File: src/inc/rsc_pkg.sv
/*
 * Constants for the reset source controller: reset cause flag layout,
 * clock monitor enable position, external reset pulse time.
 * Assumes a single system clock running at 250 MHz.
 */
package rsc_pkg;
	localparam int unsigned CLK_MHZ = 250;
	// least external reset low time, microseconds
	localparam int unsigned EXT_RST_MIN_US = 10;
	// least time in whole cycles: microseconds times CLK_MHZ
	localparam int unsigned EXT_RST_MIN_CYC = EXT_RST_MIN_US * CLK_MHZ;
	localparam int unsigned FLAG_W = 8;
	localparam int unsigned CAUSE_WDT = 0;
	localparam int unsigned CAUSE_CLKMON = 1;
	localparam int unsigned CAUSE_SVD = 2;
	localparam int unsigned CLKMON_EN_BIT = 0;
	localparam logic [FLAG_W-1:0] FLAGS_RESET = 8'h00;
	localparam int unsigned SYNC_STAGES = 3;

	typedef enum logic [1:0] {
		RSC_RUN    = 2'b00,
		RSC_HOLD   = 2'b01,
		RSC_RELEASE = 2'b10
	} rsc_state_e;
endpackage

File: src/verilog/rsc_pin_sync.sv
/*
 * Three-stage synchroniser with agreement filter for an external pin.
 * Assumes the pin is asynchronous to ref_clk.
 */
`timescale 1ns/1ps
`default_nettype none
module rsc_pin_sync #(
	parameter logic RESET_VAL = 1'b1
) (
	input  wire logic ref_clk,
	input  wire logic rstn,
	input  wire logic pinIn,
	output logic      pinOut
);
	logic [2:0] stage_q;
	logic [2:0] stage_d;
	logic       level_q;
	logic       level_d;

	always_comb begin
		stage_d = {stage_q[1:0], pinIn};
		// first stage is read only by the second
		level_d = (stage_q[2] == stage_q[1]) ? stage_q[2] : level_q;
	end

	always_ff @(posedge ref_clk or negedge rstn) begin
		if (!rstn) begin
			stage_q <= {3{RESET_VAL}};
			level_q <= RESET_VAL;
		end else begin
			stage_q <= stage_d;
			level_q <= level_d;
		end
	end

	assign pinOut = level_q;
endmodule
`default_nettype wire

File: src/verilog/rsc_reset_ctrl.sv
/*
 * Reset source controller: combines the external reset pin with supply
 * detector, watchdog and clock monitor sources (power-on-clear resets only its own registers); gates
 * oscillators, sets pin defaults, records reset causes and holds the
 * sticky clock monitor enable.
 * Assumes rstn is the power-on-clear reset and internal sources are
 * synchronous one-or-more-cycle levels on ref_clk.
 */
`timescale 1ns/1ps
`default_nettype none
module rsc_reset_ctrl
	import rsc_pkg::*;
#(
	parameter int unsigned PORT_W  = 8,
	parameter int unsigned LOW_PIN = 0,
	parameter int unsigned MIN_CYC = EXT_RST_MIN_CYC
) (
	input  wire logic                    ref_clk,
	input  wire logic                    rstn,
	input  wire logic                    extResetPinN,
	input  wire logic                    supplyDetReset,
	input  wire logic                    watchdogOverflow,
	input  wire logic                    clockMonFail,
	input  wire logic                    standbyActive,
	input  wire logic                    clkMonWrite,
	input  wire logic                    clkMonWdata,
	output logic                         sysResetN,
	output logic                         watchdogResetN,
	output logic                         supplyDetResetN,
	output logic                         standbyHold,
	output logic                         crystalMainClockEn,
	output logic                         internalRingOscillatorEn,
	output logic [PORT_W-1:0]            portOutEnN,
	output logic [PORT_W-1:0]            portOutForce,
	output logic                         clockMonitorEnable,
	output logic [rsc_pkg::FLAG_W-1:0]   resetCauseFlags
);
	import rsc_pkg::*;

	// the filter counts its first low sample on entry, so one cycle cannot be served
	if (LOW_PIN >= PORT_W) begin : gLowPinCheck
		$error("LOW_PIN outside port");
	end
	if (MIN_CYC < 2) begin : gMinCycCheck
		$error("MIN_CYC must be at least 2");
	end

	localparam int unsigned CW = $clog2(MIN_CYC + 1);
	localparam logic [CW-1:0] CNT_MAX = CW'(MIN_CYC);

	logic pinN;
	rsc_pin_sync #(.RESET_VAL(1'b1)) uPinSync (
		.ref_clk (ref_clk),
		.rstn    (rstn),
		.pinIn   (extResetPinN),
		.pinOut  (pinN)
	);

	rsc_state_e           state_q, state_d;
	logic [CW-1:0]        cnt_q, cnt_d;
	logic                 clkEn_q, clkEn_d;
	logic [FLAG_W-1:0]    flags_q, flags_d;
	logic                 intReset;
	logic [CW-1:0]        lowRun_q, lowRun_d;

	assign intReset  = supplyDetReset | watchdogOverflow | clockMonFail;

	always_comb begin
		state_d = state_q;
		cnt_d   = cnt_q;
		unique case (state_q)
			// short glitches below the minimum width are not taken as a reset
			RSC_RUN: begin
				cnt_d = '0;
				if (!pinN) begin
					state_d = RSC_HOLD;
					cnt_d   = CW'(1);
				end
			end
			RSC_HOLD: begin
				if (pinN) begin
					state_d = RSC_RUN;
				end else if (cnt_q == CNT_MAX - CW'(1)) begin
					state_d = RSC_RELEASE;
				end else begin
					cnt_d = cnt_q + CW'(1);
				end
			end
			RSC_RELEASE: begin
				if (pinN) state_d = RSC_RUN;
			end
			default: state_d = RSC_RUN;
		endcase
	end

	wire extReset = (state_q == RSC_RELEASE);

	always_comb begin
		clkEn_d = clkEn_q;
		flags_d = flags_q;
		if (clkMonWrite && clkMonWdata) clkEn_d = 1'b1;
		if (watchdogOverflow) flags_d[CAUSE_WDT] = 1'b1;
		if (supplyDetReset) flags_d[CAUSE_SVD] = 1'b1;
		if (clockMonFail) begin
			clkEn_d = 1'b0;
			flags_d[CAUSE_CLKMON] = 1'b1;
		end else if (extReset || supplyDetReset || watchdogOverflow) begin
			clkEn_d = 1'b0;
		end
	end

	always_ff @(posedge ref_clk or negedge rstn) begin
		if (!rstn) begin
			state_q <= RSC_RUN;
			cnt_q   <= '0;
			clkEn_q <= 1'b0;
			flags_q <= FLAGS_RESET;
		end else begin
			state_q <= state_d;
			cnt_q   <= cnt_d;
			clkEn_q <= clkEn_d;
			flags_q <= flags_d;
		end
	end

	// the detector is kept out of its own reset to avoid a latch-up loop
	always_comb begin
		sysResetN                = ~(extReset | intReset);
		watchdogResetN           = ~(extReset | intReset);
		supplyDetResetN          = ~extReset;
		crystalMainClockEn       = ~extReset;
		internalRingOscillatorEn = ~extReset;
		standbyHold              = standbyActive & extReset;
		portOutEnN               = extReset ? {PORT_W{1'b1}} : '0;
		portOutForce             = '0;
		if (extReset) begin
			portOutEnN[LOW_PIN]  = 1'b0;
		end
	end

	assign clockMonitorEnable = clkEn_q;
	assign resetCauseFlags    = flags_q;

	// checker helper: run of low samples on the filtered pin, counted apart from the filter
	always_comb begin
		if (pinN) lowRun_d = '0;
		else if (lowRun_q == CNT_MAX) lowRun_d = CNT_MAX;
		else lowRun_d = lowRun_q + CW'(1);
	end

	always_ff @(posedge ref_clk or negedge rstn) begin
		if (!rstn) lowRun_q <= '0;
		else lowRun_q <= lowRun_d;
	end
endmodule
`default_nettype wire

File: config.mk
export PLATFORM = sky130hd
export DESIGN_NAME = rsc_reset_ctrl
export DESIGN_NICKNAME = d
export VERILOG_FILES = /design/src/inc/rsc_pkg.sv /design/src/verilog/rsc_pin_sync.sv /design/src/verilog/rsc_reset_ctrl.sv
export SDC_FILE = /design/constraint.sdc
export NUM_CORES = 1
export LEC_CHECK = 0
export BUFFER_PORTS_ARGS = -buffer_cell sky130_fd_sc_hd__buf_4
export CAP_MARGIN = 20
export CORE_MARGIN = 1.5
export CORE_UTILIZATION = 50
export CTS_CLUSTER_DIAMETER = 80
export DETAILED_ROUTE_END_ITERATION = 12
export PLACE_DENSITY = 0.89
export SYNTH_ARGS = -nofsm -noshare
export SYNTH_HDL_FRONTEND = slang
export SYNTH_SLANG_ARGS = --single-unit
export TNS_END_PERCENT = 100
File: constraint.sdc
create_clock -name ref_clk -period 1.78 [get_ports ref_clk]
set_input_delay 0.178 -clock ref_clk [delete_from_list [all_inputs] [get_ports ref_clk]]
set_output_delay 0.178 -clock ref_clk [all_outputs]
set_load 0.03 [all_outputs]
Yosys cells after proc, flatten, opt, wreduce, memory -nomap -nowiden
Cells that the tools add are included.
{"block": "totals", "reg_bits": 22, "in_bits": 9, "out_inout_bits": 31, "wordCells": 46}
{"block": "classes", "add_sub_neg": 1, "eq_ne": 9, "muxes": 14, "bitwise_logic": 6, "n_reduce_logical": 8}
{"operator": "12-bit 2-to-1 mux", "n": 2}
{"operator": "12-bit case mux with 2 select lines", "n": 1}
{"operator": "12-bit by 1-bit adder with 12-bit output (second input constant)", "n": 1}
{"operator": "12-bit == test (second input constant)", "n": 1}
{"operator": "2-bit 2-to-1 mux", "n": 4}
{"operator": "8-bit 2-to-1 mux", "n": 1}
{"operator": "2-bit inequality test (second input constant)", "n": 3}
{"operator": "2-bit case mux with 3 select lines", "n": 1}
{"operator": "3-bit AND reduction", "n": 2}
{"operator": "1-bit 2-to-1 mux", "n": 5}
{"operator": "3-bit by 2-bit inequality test with 1-bit output (second input constant)", "n": 1}
{"operator": "1-bit OR", "n": 3}
{"operator": "3-bit nonzero test", "n": 1}
{"operator": "2-bit by 1-bit == test with 1-bit output (second input constant)", "n": 1}
{"operator": "2-bit == test (second input constant)", "n": 1}
{"operator": "2-bit zero test", "n": 1}
{"operator": "1-bit logical OR", "n": 2}
{"operator": "2-bit by 1-bit inequality test with 1-bit output (second input constant)", "n": 1}
{"operator": "1-bit NOT", "n": 2}
{"operator": "2-bit nonzero test", "n": 1}
{"operator": "1-bit AND", "n": 1}
{"operator": "1-bit == test", "n": 1}
{"operator": "1-bit logical AND", "n": 1}

Depth between registers and ports, before layout
{"block": "depth", "ltp_word": 5, "mapped_depth": 6}

Modules after synthesis
Synthesis repeated with hierarchy kept, for this count alone.
{"block": "unflattened", "hier_cells": 133, "hier_area_um2": 1305.0}
{"mod": "rsc_reset_ctrl", "instances": 1, "cells_per_inst": 128, "area_per_inst_um2": 1188.6, "seq_area_each_um2": 450.4}
{"mod": "rsc_pin_sync", "instances": 1, "cells_per_inst": 5, "area_per_inst_um2": 116.4, "seq_area_each_um2": 105.1}

Worst setup path before layout
OpenSTA, ideal clock, no wires.
{"block": "synth_timing", "path_kind": "register to output", "startpoint": "reg state_q[0]", "endpoint": "out watchdogResetN", "t_arrival_ps": 2474, "t_required_ps": 1602, "setup_slack_ps": -872, "path_stages_with_launch": 7, "n_path_buf": 2, "cell_sequence": "dfrtp_1 -> clkbuf_1 -> inv_1 -> nand2_1 -> inv_1 -> nor4_1 -> buf_4"}
{"block": "synth_via", "elab_chain_cells": 3}
{"element": "start, declared", "line": "rsc_reset_ctrl.sv:59", "rtl": "rsc_state_e state_q, state_d;"}
{"element": "start signal, assigned", "line": "rsc_reset_ctrl.sv:119", "rtl": "state_q <= state_d;"}
{"element": "2-bit == test", "line": "rsc_reset_ctrl.sv:96", "rtl": "wire extReset = (state_q == RSC_RELEASE);"}
{"element": "net extReset", "line": "rsc_reset_ctrl.sv:96"}
{"element": "1-bit OR"}
{"element": "1-bit NOT"}
{"element": "end, declared", "line": "rsc_reset_ctrl.sv:28", "rtl": "output logic watchdogResetN,"}
The timed path passes the listed nets, and every way through them passes these cells.

Worst setup path after layout
{"block": "layout_timing", "startpoint": "reg cnt_q[5]", "endpoint": "reg cnt_q[0]"}
{"block": "layout_via", "elab_chain_cells": 3}
{"element": "start, declared", "line": "rsc_reset_ctrl.sv:60", "rtl": "logic [CW-1:0] cnt_q, cnt_d;"}
{"element": "start signal, assigned", "line": "rsc_reset_ctrl.sv:120", "rtl": "cnt_q <= cnt_d;"}
{"element": "12-bit == test", "line": "rsc_reset_ctrl.sv:83", "rtl": "end else if (cnt_q == CNT_MAX - CW'(1)) begin"}
{"element": "2-bit inequality test (no source line)"}
{"element": "3-bit AND reduction (no source line)"}
No other way between the ends.
A chain may end at the register's enable or synchronous reset.

==> results.ini <==
[floorplanning]
core-area_sq_um = 2450
dieArea_sq_um = 2890
fp-row-count = 18
die_h_um = 53.7
die_w_um = 53.7
io_pins = 40
start_util = 0.524

[job]
drv_cap = 0

[setup_path]
cp_data_arrival_time_ns = 1.98
slowest_stage = or4_4
crit_family = simple AND/OR/NAND/NOR gates
critical-path-max-stage-delay_ns = 0.55
crit_buf_inv = 0
endpoint_kind = flop
setup.worst_path.start_class = flop
critPathKind = flop to flop
required_ns = 2.05
crit_chain = or4_4 > nor3_4 > mux2_4 > a21oi_2
path_max_fanout = 6

[timing]
holdWs_ns = 0.0691
fin_crit_ns = 1.72
hold_viol = 0
rsz0062_at_grt = false
finalSetupViolCount = 0
setup_slack_ns = 0.0633
skew_ns = 0.00652
fmax_ghz = 0.583
fin_crit_sh = 0.964
maxSlewViolCount = 0
fin_setup_tns_ns = 0

[global_route]
grt_max_degree = 23
grt_pass1_wl_mm = 4.13
grt_use_total = 0.199
antenna_found_initial = 0
overflow = 0
grt_pass1_vias = 954

[drt]
drtIter0Drc = 11
vias = 1010
wl_per_cell_um = 14.0
finalWirelength_mm = 2.66
vias_per_cell = 5.32
drt.antenna.violating_nets = 0
drc = 0
drt-pass1-iter-count = 5

[clock_network]
htree_levels = 1
cts_tree = yes
cts.path.max_buffers = 2
cts-root-buf = clkbuf_4
cts-buffers-inserted = 3
clock-sinks = 22
insertion_delay_ns = 0.32
post_cts_resized = 0
clk_pin_slew_ns = 0.13

[synth]
ys_seq_area_frac = 0.431
postSynthCellCount = 137
yosys_register_bits = 22
yosysWarnings = 0
synth.avg_cell_area_sq_um = 9.40
synth_cell_types = 36
syn_area_sq_um = 1290

[placed_design]
gp_congestion = 0.795
post-dp-hpwl_mm = 1.90
dpl_worst_slack_ns = 0.0833
place_area_sq_um = 1440
io_buffer_count = 25

[layout]
num-fill-cells = 209
layout-drive-gt1-share = 0.331
synthToLayoutAreaGrowth_pct = 17.6
num-nets-final = 171
stdcell_area_sq_um = 1510
n_antenna_cell = 0
multi_input_area_sq_um = 598
regArea_sq_um = 556

[pwr]
ir_drop_v = 0.000540
leakagePower_nw = 0.642
powerDensity_nw_per_um2 = 669

[min_path]
worstHoldPathType = input pin to flop

[status]
status = completed

[registers in the layout, indices dropped and copies added, names as in the netlist]
| signal | count |
|---|---|
| clockMonitorEnable | 1 |
| cnt_q | 12 |
| resetCauseFlags | 3 |
| state_q | 2 |
| uPinSync.pinOut | 1 |
| uPinSync.stage_q | 3 |
[metrics by stage]
stage               cells  power (W)  utilization
floorplan             150   0.000695            -
global placement      182   0.000722        0.588
detailed placement    182   0.000730        0.588
CTS                   190    0.00101        0.617
global route          190    0.00105        0.617
finish                190    0.00101        0.617
[layer usage]
layer	global-route usage	vias up	wire length, um
met2	0.368	43	1470
met5	0	-	0
met1	0.232	481	1010
li1	-	479	-
met3	0.00833	7	111
met4	0.103	0	65
[Yosys cell counts]
master / n / area, sq um
and4b_1: 1 / 10.0
o22ai_1: 1 / 6.26
or4_4: 1 / 11.3
or2_1: 1 / 6.26
inv_1: 4 / 15.0
a21oi_2: 1 / 8.76
or3_2: 1 / 7.51
clkbuf_1: 5 / 18.8
dfrtp_1: 18 / 450
o21ai_1: 2 / 10.0
nand4_1: 1 / 6.26
nand3b_1: 1 / 7.51
nor2_1: 9 / 33.8
nand3_1: 4 / 20.0
xnor2_1: 2 / 17.5
mux2i_1: 6 / 60.1
o211ai_1: 1 / 7.51
nor4_1: 4 / 25.0
o21ai_0: 9 / 45.0
mux2_4: 1 / 15.0
conb_1: 1 / 3.75
nand4b_1: 1 / 8.76
dfstp_2: 4 / 105
ha_1: 1 / 12.5
nor2b_1: 1 / 6.26
a22o_1: 1 / 8.76
nand2_1: 15 / 56.3
and2_1: 1 / 6.26
or2_2: 3 / 18.8
nor3_1: 3 / 15.0
maj3_1: 1 / 10.0
nand4bb_1: 3 / 33.8
o41ai_1: 1 / 8.76
nor3_4: 1 / 16.3
a21oi_1: 3 / 15.0
buf_4: 24 / 180
[worst reg2reg max path, delay by kind of cell, from the launching register on]
kind | cells | cell delay [ns]
and+or+nand+nor | 2 | 0.79
DFF | 1 | 0.45
AOI/OAI and AO/OA | 1 | 0.09
muxes | 1 | 0.34
[layout by cell type, fill, tap and decap left out, types with 2 or more instances in the layout]
master	n
dfstp_2	4
dlygate4sd3_1	2
conb_1	14
nor4_1	3
o21ai_0	9
buf_4	33
nor2_1	9
nand2_1	14
a21oi_1	3
clkbuf_4	3
xnor2_1	2
nand4bb_1	3
mux2i_1	6
or2_2	3
o21ai_1	2
inv_1	2
nand3_1	4
dfrtp_1	18
nor3_1	3
[power by group]
part / internal [W] / total (W) / switching, W
clock: 0.000125 / 0.000289 / 0.000163
combinational: 0.0000638 / 0.000174 / 0.000110
sequential: 0.000525 / 0.000551 / 0.0000259
[path summary, 6_finish.rpt]
path | slack (ns) | end | start | cells after the start
hold reg to reg | 0.36 | uPinSync.stage_q[1] | uPinSync.stage_q[0] | 0
setup / recovery | 0.06 | cnt_q[0] | cnt_q[5] | 4
max in group asynchronous | 1.24 | uPinSync.stage_q[2] | rstn | 2
min in group asynchronous | 0.26 | cnt_q[9] | rstn | 2
hold / removal | 0.07 | resetCauseFlags[2] | supplyDetReset | 2
setup reg to reg | 0.06 | cnt_q[0] | cnt_q[5] | 4
[cell families after synthesis]
kind of cell             after synthesis  synth area share
AND/OR/NAND/NOR                       51             0.224
buffers and inverters                 33             0.166
flip-flops                            22             0.431
AO/OA/AOI/OAI                         19            0.0855
multiplexers                           7            0.0583
adder cells (fa/ha/maj)                2            0.0175
XOR/XNOR                               2            0.0136
other                                  1           0.00291
[area by class of cell]
type / instances / area share
timing repair buffer: 35 / 0.177
multi-input combinational: 95 / 0.395
clock buffer: 4 / 0.0240
inverter: 4 / 0.0124
sequential: 22 / 0.367
tap: 30 / 0.0248
[timing repair]
action / CTS / global route
hold endpoints to repair: 23 / 0
hold buffers: 2 / 0
buffers inserted: 2 / 0
setup endpoints to repair: 2 / 0
Note: power is estimated with default switching activity, not from simulation.
